$ cat src/psf_pkg.sv
// Shared constants, types and helpers of the processor status flags block
`default_nettype none
package psf_pkg;

  // Special function register placement
  localparam logic [7:0] STATUS_ADDR     = 8'hd0;
  localparam logic [7:0] STATUS_RESET    = 8'h00;
  localparam logic [7:0] STATUS_BIT_BASE = 8'hd0;
  localparam logic [7:0] RD_IDLE         = 8'h00;

  // Bit positions inside the status word
  localparam int unsigned CARRY_POS    = 7;
  localparam int unsigned HALF_POS     = 6;
  localparam int unsigned USER_A_POS   = 5;
  localparam int unsigned BANK_HI_POS  = 4;
  localparam int unsigned BANK_LO_POS  = 3;
  localparam int unsigned EXCEEDS_POS  = 2;
  localparam int unsigned USER_B_POS   = 1;
  localparam int unsigned PARITY_POS   = 0;

  // Working register banks
  localparam int unsigned BANK_W       = 2;
  localparam int unsigned REG_IDX_W    = 3;
  localparam int unsigned RAM_ADDR_W   = 8;
  localparam int unsigned DATA_W       = 8;
  localparam int unsigned NIBBLE_W     = 4;

  typedef enum logic [2:0] {
    PSF_OP_ADD,
    PSF_OP_SUB,
    PSF_OP_MUL,
    PSF_OP_DIV
  } psf_op_t;

  // Status word, most significant field first
  typedef struct packed {
    logic carryFlag;
    logic halfCarryFlag;
    logic userFlagA;
    logic bankSelectHigh;
    logic bankSelectLow;
    logic arithExceedsFlag;
    logic userFlagB;
    logic parityFlag;
  } psf_status_t;

  // One arithmetic operation reported by the core datapath
  typedef struct packed {
    logic              valid;
    psf_op_t           op;
    logic [DATA_W-1:0] opA;
    logic [DATA_W-1:0] opB;
    logic              carryIn;
  } psf_arith_req_t;

  typedef struct packed {
    logic carry;
    logic halfCarry;
    logic exceeds;
  } psf_arith_res_t;

  function automatic logic oddParity(input logic [DATA_W-1:0] v);
    return ^v;
  endfunction

  function automatic logic [RAM_ADDR_W-1:0] regRamAddr(input logic [BANK_W-1:0] bank,
                                                       input logic [REG_IDX_W-1:0] idx);
    return {{(RAM_ADDR_W-BANK_W-REG_IDX_W){1'b0}}, bank, idx};
  endfunction

endpackage
`default_nettype wire

$ cat src/psf_flag_calc.sv
// Combinational condition flag evaluation for one arithmetic operation
`timescale 1ns/1ps
`default_nettype none
module psf_flag_calc #(
  parameter int unsigned W = psf_pkg::DATA_W
) (
  input  wire psf_pkg::psf_arith_req_t req,
  output var  psf_pkg::psf_arith_res_t res
);

  localparam int unsigned NW = psf_pkg::NIBBLE_W;

  wire logic [W:0]      addWide  = {1'b0, req.opA} + {1'b0, req.opB} + {{W{1'b0}}, req.carryIn};
  wire logic [W:0]      subWide  = {1'b0, req.opA} - {1'b0, req.opB} - {{W{1'b0}}, req.carryIn};
  wire logic [NW:0]     addNib   = {1'b0, req.opA[NW-1:0]} + {1'b0, req.opB[NW-1:0]}
                                   + {{NW{1'b0}}, req.carryIn};
  wire logic [NW:0]     subNib   = {1'b0, req.opA[NW-1:0]} - {1'b0, req.opB[NW-1:0]}
                                   - {{NW{1'b0}}, req.carryIn};
  wire logic [2*W-1:0]  product  = {{W{1'b0}}, req.opA} * {{W{1'b0}}, req.opB};
  wire logic            mulOver  = |product[2*W-1:W];
  wire logic            divZero  = ~|req.opB;

  // Multiply and divide give no carry or nibble carry, so both are cleared
  always_comb begin
    res = '0;
    case (req.op)
      psf_pkg::PSF_OP_ADD: begin
        res.carry     = addWide[W];
        res.halfCarry = addNib[NW];
        res.exceeds   = addWide[W];
      end
      psf_pkg::PSF_OP_SUB: begin
        res.carry     = subWide[W];
        res.halfCarry = subNib[NW];
        res.exceeds   = subWide[W];
      end
      psf_pkg::PSF_OP_MUL: begin
        res.exceeds   = mulOver;
      end
      psf_pkg::PSF_OP_DIV: begin
        res.exceeds   = divZero;
      end
      default: begin
        res = '0;
      end
    endcase
  end

endmodule // psf_flag_calc
`default_nettype wire

$ cat src/psf_status_word.sv
// Processor status word: condition flags, user flags and register bank select
`timescale 1ns/1ps
`default_nettype none
module psf_status_word #(
  parameter int unsigned DW = psf_pkg::DATA_W
) (
  input  wire  logic                                  clk,
  input  wire  logic                                  arst_n,
  // Byte access in the special function register space
  input  wire  logic [7:0]                            sfrAddr,
  input  wire  logic                                  sfrWrEn,
  input  wire  logic [7:0]                            sfrWrData,
  input  wire  logic                                  sfrRdEn,
  output logic [7:0]                                  sfrRdData_q,
  output logic                                        sfrRdHit_q,
  // Single bit access in the bit-addressable space
  input  wire  logic                                  bitWrEn,
  input  wire  logic [7:0]                            bitAddr,
  input  wire  logic                                  bitWrData,
  // Core datapath
  input  wire  psf_pkg::psf_arith_req_t               arithReq,
  input  wire  logic [DW-1:0]                         accValue,
  input  wire  logic                                  regAccess,
  input  wire  logic [psf_pkg::REG_IDX_W-1:0]         regIndex,
  output logic [psf_pkg::RAM_ADDR_W-1:0]              regRamAddr_q,
  output logic                                        regRamValid_q,
  output psf_pkg::psf_status_t                        statusWord_q
);

  psf_pkg::psf_arith_res_t arithRes;
  psf_pkg::psf_status_t    statusD;

  // Bit addresses carry the bit number in their low bits
  localparam int unsigned SEL_W = $clog2(psf_pkg::DATA_W);
  localparam int unsigned TOP_B = psf_pkg::DATA_W - 1;

  psf_flag_calc #(
    .W   (DW)
  ) u_flag_calc (
    .req (arithReq),
    .res (arithRes)
  );

  // Address decode for byte and bit paths
  wire logic             byteWrHit = sfrWrEn && (sfrAddr == psf_pkg::STATUS_ADDR);
  wire logic             byteRdHit = sfrRdEn && (sfrAddr == psf_pkg::STATUS_ADDR);
  wire logic             bitWrHit  = bitWrEn && (bitAddr[TOP_B:SEL_W] == psf_pkg::STATUS_BIT_BASE[TOP_B:SEL_W]);
  wire logic [SEL_W-1:0] bitSel    = bitAddr[SEL_W-1:0];

  // Software view: a whole-byte store or a single bit store
  wire logic [7:0] statusVec = statusWord_q;
  wire logic [7:0] bitMask   = 8'h01 << bitSel;
  wire logic [7:0] bitMerged = bitWrData ? (statusVec | bitMask) : (statusVec & ~bitMask);
  wire logic [7:0] swVec     = byteWrHit ? sfrWrData : (bitWrHit ? bitMerged : statusVec);

  // Hardware flags win over a software store in the same cycle
  wire logic       hwArith   = arithReq.valid;
  wire logic [psf_pkg::BANK_W-1:0] bankNow = {statusWord_q.bankSelectHigh, statusWord_q.bankSelectLow};

  always_comb begin
    statusD                  = psf_pkg::psf_status_t'(swVec);
    statusD.userFlagA        = swVec[psf_pkg::USER_A_POS];
    statusD.userFlagB        = swVec[psf_pkg::USER_B_POS];
    statusD.bankSelectHigh   = swVec[psf_pkg::BANK_HI_POS];
    statusD.bankSelectLow    = swVec[psf_pkg::BANK_LO_POS];
    if (hwArith) begin
      statusD.carryFlag        = arithRes.carry;
      statusD.halfCarryFlag    = arithRes.halfCarry;
      statusD.arithExceedsFlag = arithRes.exceeds;
    end
    // Parity is not software writable; it follows the accumulator
    statusD.parityFlag       = psf_pkg::oddParity(accValue);
  end

  always_ff @(posedge clk or negedge arst_n) begin
    if (!arst_n) begin
      statusWord_q <= psf_pkg::psf_status_t'(psf_pkg::STATUS_RESET);
    end else begin
      statusWord_q <= statusD;
    end
  end

  // Register read returns the word one cycle after the strobe
  wire logic [7:0] rdD = byteRdHit ? statusVec : psf_pkg::RD_IDLE;

  always_ff @(posedge clk or negedge arst_n) begin
    if (!arst_n) begin
      sfrRdData_q <= psf_pkg::RD_IDLE;
      sfrRdHit_q  <= 1'b0;
    end else begin
      sfrRdData_q <= rdD;
      sfrRdHit_q  <= byteRdHit;
    end
  end

  // Bank taken from the stored word, so a new bank affects the next access
  wire logic [psf_pkg::RAM_ADDR_W-1:0] regAddrD = psf_pkg::regRamAddr(bankNow, regIndex);

  always_ff @(posedge clk or negedge arst_n) begin
    if (!arst_n) begin
      regRamAddr_q  <= '0;
      regRamValid_q <= 1'b0;
    end else begin
      regRamValid_q <= regAccess;
      if (regAccess) begin
        regRamAddr_q <= regAddrD;
      end
    end
  end

  // Independent reference values for the checks below
  localparam int unsigned NW = psf_pkg::NIBBLE_W;
  wire logic [DW:0]   refAdd    = {1'b0, arithReq.opA} + {1'b0, arithReq.opB} + {{DW{1'b0}}, arithReq.carryIn};
  wire logic          refBorrow = ({1'b0, arithReq.opA} < ({1'b0, arithReq.opB} + {{DW{1'b0}}, arithReq.carryIn}));
  wire logic [NW:0]   refNib    = {1'b0, arithReq.opA[NW-1:0]} + {1'b0, arithReq.opB[NW-1:0]}
                                  + {{NW{1'b0}}, arithReq.carryIn};
  // Low nibble borrow: minuend nibble below subtrahend nibble plus borrow-in
  wire logic          refNibBorrow = ({1'b0, arithReq.opA[NW-1:0]} <
                                      ({1'b0, arithReq.opB[NW-1:0]} + {{NW{1'b0}}, arithReq.carryIn}));
  wire logic          refMulOver = ({{DW{1'b0}}, arithReq.opA} * {{DW{1'b0}}, arithReq.opB})
                                   > {{DW{1'b0}}, {DW{1'b1}}};
  wire logic          isAdd   = hwArith && (arithReq.op == psf_pkg::PSF_OP_ADD);
  wire logic          isSub   = hwArith && (arithReq.op == psf_pkg::PSF_OP_SUB);
  wire logic          isMul   = hwArith && (arithReq.op == psf_pkg::PSF_OP_MUL);
  wire logic          isDiv   = hwArith && (arithReq.op == psf_pkg::PSF_OP_DIV);

  a_carry_add: assert property (
    @(posedge clk) disable iff (!arst_n)
    isAdd |=> (statusWord_q.carryFlag == $past(refAdd[DW]))
              && (statusWord_q.arithExceedsFlag == statusWord_q.carryFlag))
    else $error("carry flag wrong after addition");

  a_carry_sub: assert property (
    @(posedge clk) disable iff (!arst_n)
    isSub |=> statusWord_q.carryFlag == $past(refBorrow))
    else $error("carry flag wrong after subtraction");

  a_half_carry: assert property (
    @(posedge clk) disable iff (!arst_n)
    (isAdd |=> statusWord_q.halfCarryFlag == $past(refNib[NW])) and
    ((isMul || isDiv) |=> !statusWord_q.halfCarryFlag && !statusWord_q.carryFlag))
    else $error("half-carry flag wrong after arithmetic");

  a_sub_half: assert property (
    @(posedge clk) disable iff (!arst_n)
    isSub |=> (statusWord_q.halfCarryFlag == $past(refNibBorrow))
              && (statusWord_q.arithExceedsFlag == statusWord_q.carryFlag))
    else $error("half-carry or overflow flag wrong after subtraction");

  a_exceeds_muldiv: assert property (
    @(posedge clk) disable iff (!arst_n)
    (isMul |=> statusWord_q.arithExceedsFlag == $past(refMulOver)) and
    (isDiv |=> statusWord_q.arithExceedsFlag == ($past(arithReq.opB) == '0)))
    else $error("overflow flag wrong after multiply or divide");

  // Sampled reset skips the release edge, where the word still shows zero
  a_parity_track: assert property (
    @(posedge clk) disable iff (!arst_n)
    arst_n |=> statusWord_q.parityFlag == (^$past(accValue)))
    else $error("parity flag does not follow accumulator");

  a_bank_address: assert property (
    @(posedge clk) disable iff (!arst_n)
    regAccess |=> regRamValid_q
                  && (regRamAddr_q == ($past(bankNow) * (2 ** psf_pkg::REG_IDX_W) + $past(regIndex))))
    else $error("register address not bank times eight plus index");

  a_user_hold: assert property (
    @(posedge clk) disable iff (!arst_n)
    !(byteWrHit || bitWrHit) |=> $stable(statusWord_q.userFlagA) && $stable(statusWord_q.userFlagB)
                                 && $stable(bankNow))
    else $error("user flag or bank changed without software store");

  a_read_back: assert property (
    @(posedge clk) disable iff (!arst_n)
    byteRdHit |=> sfrRdHit_q && (sfrRdData_q == $past(statusVec)))
    else $error("status word read returned wrong value");

  a_flags_hold: assert property (
    @(posedge clk) disable iff (!arst_n)
    (!hwArith && !byteWrHit && !bitWrHit) |=> $stable(statusWord_q.carryFlag)
                                              && $stable(statusWord_q.halfCarryFlag)
                                              && $stable(statusWord_q.arithExceedsFlag))
    else $error("condition flag changed without a cause");

  a_bit_store: assert property (
    @(posedge clk) disable iff (!arst_n)
    (bitWrHit && !byteWrHit && !hwArith && (bitSel == psf_pkg::USER_A_POS)) |=> statusWord_q.userFlagA == $past(bitWrData))
    else $error("bit store to user flag lost");

  // Software store, read miss and bank path checks
  a_user_b_store: assert property (
    @(posedge clk) disable iff (!arst_n)
    (bitWrHit && !byteWrHit && (bitSel == psf_pkg::USER_B_POS)) |=> statusWord_q.userFlagB == $past(bitWrData))
    else $error("bit store to second user flag lost");

  a_byte_store: assert property (
    @(posedge clk) disable iff (!arst_n)
    (byteWrHit && !hwArith) |=> statusVec[psf_pkg::CARRY_POS:psf_pkg::USER_B_POS]
                                == $past(sfrWrData[psf_pkg::CARRY_POS:psf_pkg::USER_B_POS]))
    else $error("byte store did not reach the status word");

  a_read_miss: assert property (
    @(posedge clk) disable iff (!arst_n)
    (sfrRdEn && !byteRdHit) |=> !sfrRdHit_q && (sfrRdData_q == psf_pkg::RD_IDLE))
    else $error("read of another address returned data");

  a_bank_store: assert property (
    @(posedge clk) disable iff (!arst_n)
    byteWrHit |=> bankNow == $past(sfrWrData[psf_pkg::BANK_HI_POS:psf_pkg::BANK_LO_POS]))
    else $error("bank select not taken from byte store");

  a_bank_decode: assert property (
    @(posedge clk) disable iff (!arst_n)
    regAccess |=> (regRamAddr_q >> psf_pkg::REG_IDX_W) == $past(bankNow))
    else $error("register address outside the selected bank");

  a_valid_pulse: assert property (
    @(posedge clk) disable iff (!arst_n)
    !regAccess |=> !regRamValid_q)
    else $error("register address valid without a request");

endmodule // psf_status_word
`default_nettype wire

$ cat config.mk
export PLATFORM = sky130hd
export DESIGN_NAME = psf_status_word
export DESIGN_NICKNAME = d
export VERILOG_FILES = /design/src/psf_pkg.sv /design/src/psf_flag_calc.sv /design/src/psf_status_word.sv
export SDC_FILE = /design/constraint.sdc
export NUM_CORES = 1
export LEC_CHECK = 0
export ABC_AREA = 1
export BUFFER_PORTS_ARGS = -buffer_cell sky130_fd_sc_hd__buf_2
export CAP_MARGIN = 20
export CORE_ASPECT_RATIO = 1.25
export CORE_MARGIN = 8
export CORE_UTILIZATION = 30
export DETAILED_ROUTE_END_ITERATION = 8
export GPL_TIMING_DRIVEN = 0
export SLEW_MARGIN = 40
export SYNTH_ARGS = -nofsm -noshare
export SYNTH_HDL_FRONTEND = slang
export SYNTH_SLANG_ARGS = --single-unit
$ cat constraint.sdc
create_clock -name clk -period 2.7 [get_ports clk]
set_input_delay 0.405 -clock clk [delete_from_list [all_inputs] [get_ports clk]]
set_output_delay 0.405 -clock clk [all_outputs]
set_load 0.01 [all_outputs]
==> results.md <==
- Status: finished, violations left
- Violated checks: negative setup slack
- CP dominant cell by count: nand3_2
- Setup TNS: -1420 ps
- Seq/Total Area, Yosys: 14.6%
- Die area: 17000 µm²
- Via count: 3792
- Setup violators final: 1
- Worst-path fanout max: 6
- Clock-pin slew of the registers on the worst-case setup and hold paths: 60 ps
- Kind of start point of the critical path: primary input
- FF+latch area: 576 µm²
- Multi-input logic area: 2990 µm²
- Number of fill cells: 1246
- Syn_area_per_cell: 7.13 µm²
- Worst EP arrival: 4260 ps
- TritonCTS Buffers: 3
- CP required: roughly 2800 ps
- DRC viols: 0
- Synthesized flop and latch total: 23
- Site row count: 46
- Pwr per Cell Area: between 500 and 600 nW/µm²
- Synth cell types: 34
- Share of cells above drive strength 1: 29.0%
- Die Span Y: 144 µm
- Crit end category: flop
- # port buffers: between 80 and 90
- EDFF count, synth: 0
- CP max stage cell: fa_1
- Hpwl dp: 9010 µm
- CP top delay family: adder cells
- Fmax: 0.243 GHz
- RSZ-0062 raised after global routing: yes
- Period utilisation layout: 153%
- First-pass GRT wire length: 17600 µm
- CORE AREA: 12700 µm²
- Prevailing post-synth register cell: dfrtp_1
- Cell Area, Synth: 3930 µm²
- CP cell instances: buf_8 > buf_8 > nand2_2 > inv_2 > fa_1 > inv_2 > fa_1 > inv_1 > fa_2 > fa_1 > ha_4 > nand2_4 > nor2_4 > nand3_2 > nand3_2 > nand2_2 > nor2_2 > nand3_2 > nor2_2 > nand3_2 > nand2_2 > nand2_1 > nand2_1 > nand3_2
- Max_cap viols: 0
- WP depth: 24
- Ant diodes: 0
- Count of final max-slew check failures: 0
- Wire per inst: 12.7 µm
- Min Tclk post-route: 4120 ps
- Worst hold path class: primary input to asynchronous set/reset pin
- Synth async-reset ratio: 100%
- Initial DRT Pass Iterations: 4
- Root Driver: clkbuf_16
- Worst Tran Pin Value: 506 ps
- Bufs on Longest Clock Path: 2
- Remaining Overflow, GRT: 0
- Worst Setup Slack, final: -1420 ps
- R2R depth: 6
- WL final: 10500 µm
- GRT Total Usage: 12.3%
- Initial Util: 30.9%
- Post-DRT Antenna Nets: 0
- CP peak stage delay: 550 ps
- Initial antenna violation count: 0
- Area growth, synth to finish: 33.4%
- Clk_lat worst skew: 250 ps
- Vias in the first global route: 3974
- H-tree Lvls: 1
- Drt first-iter violations: 178
- Max-slew headroom: 66.3%
- Nets: 812
- LEAKAGE: 3.10 nW
- Commonest non-fill, non-tap cells in the layout: inv_1 (140), nand2_1 (111), buf_2 (78)
- YS warnings: 0
- Hold Fails Final Rpt: 0
- Most common cell after layout, fill and taps aside: inv_1
- Via density: 4.59
- Post-Synthesis Cells: 551
- CTS tree: yes
- Pin count of the biggest net entering global routing: 24
- Worst hold slack: 117 ps
- CTS Sinks: 23
- DIE WIDTH: 118 µm
- CTS hold repair buffers: 0
- Skew final: 1.38 ps
- CP Buf/Inv Count: 5
- Max IR drop VDD: about 0.32 mV
- Top Ports: 89
- Crit Path Class: primary input to flop
- Gpl congestion: roughly 0.85
cell usage after synthesis, types with 5 or more instances:
cell      count  area [µm²]
nand2_1     126         473
xnor2_1       6        52.6
nand4_1       8        50.1
clkbuf_1     13        48.8
inv_1       144         541
dfrtp_1      23         576
nand2_2       5        31.3
nand3_1      24         120
fa_1         35         701
o21ai_0      12        60.1
a21oi_1      24         120
ha_1         54         676
nor2_1       34         128
per-stage QoR:
step | cell area [µm²] | cells | power [W] | utilization [%] | worst slack, ps
CTS | 5020 | 819 | 0.00269 | 39.5 | -1460
global placement | 4740 | 805 | 0.00227 | 37.3 | -1790
finish | 5240 | 827 | 0.00304 | 41.2 | -1420
detailed placement | 4740 | 805 | 0.00231 | 37.3 | -1830
global route | 5240 | 827 | 0.00334 | 41.2 | -1630
floorplan | 4110 | 553 | 0.00187 | - | -1250
repair_timing:
| item | CTS | global route |
|---|---|---|
| resized for setup | 31 | 48 |
| pin swaps | 23 | 35 |
| setup buffers | 10 | 8 |
| setup endpoints to repair | 1 | 1 |
power breakdown:
part / switching (W) / internal, W
registers: 0.0000214 / 0.000385
clock network: 0.000112 / 0.000199
logic: 0.00132 / 0.000997
kinds of logic (layout without fill, tap and decap cells):
| logic type | after synthesis | after routing | synth area share [%] |
|---|---|---|---|
| muxes | 3 | 3 | 0.860 |
| xor gates and xnor gates | 8 | 8 | 1.78 |
| other | 1 | 3 | 0.0954 |
| buffers and inverters | 164 | 270 | 16.7 |
| AOI/OAI and AO/OA | 50 | 50 | 7.32 |
| DFF | 23 | 23 | 14.6 |
| adders and majority gates | 89 | 89 | 35.0 |
| and+or+nand+nor | 213 | 213 | 23.5 |
layout make-up:
type	instances	area share [%]
Multi-Input combinational cell	366	57.0
Timing Repair Buffer	102	11.4
Sequential cell	23	11.0
Inverter	144	10.3
Buffer	20	4.80
Tap cell	168	4.01
Clock buffer	3	1.43
Clock inverter	1	0.0955
worst register-to-register path, stage by stage, from the launching register on:
cell,delay [ps]
dfrtp_1,380
inv_1,100
nand2_1,60
o21ai_0,70
nor2_1,60
a211oi_1,190
o22ai_1,120
state kept, by name (all words and copies together) (netlist names):
signal / count
regRamAddr_q: 5
sfrRdData_q: 8
regRamValid_q: 1
statusWord_q: 8
sfrRdHit_q: 1
metal layers:
| layer | vias up | part of all wire, % | GRT usage (%) |
|---|---|---|---|
| li1 | 1883 | - | - |
| met1 | 1776 | 39 | 13.1 |
| met2 | 119 | 53 | 24.2 |
| met3 | 14 | 5.8 | 1.88 |
| met4 | 0 | 1.6 | 3.38 |
| met5 | - | 0 | 0 |
final timing paths:
check | from | to | slack, ps
worst max-delay path | arithReq[5] | statusWord_q[2] | -1420
min in group clk | regAccess | regRamValid_q | 270
worst max register to register | statusWord_q[7] | statusWord_q[7] | 1590
max in group asynchronous | arst_n | sfrRdData_q[6] | 2240
worst min-delay path | arst_n | regRamAddr_q[0] | 120
worst min register to register | statusWord_q[0] | sfrRdData_q[0] | 490
Power figures use the tool's default switching activity.
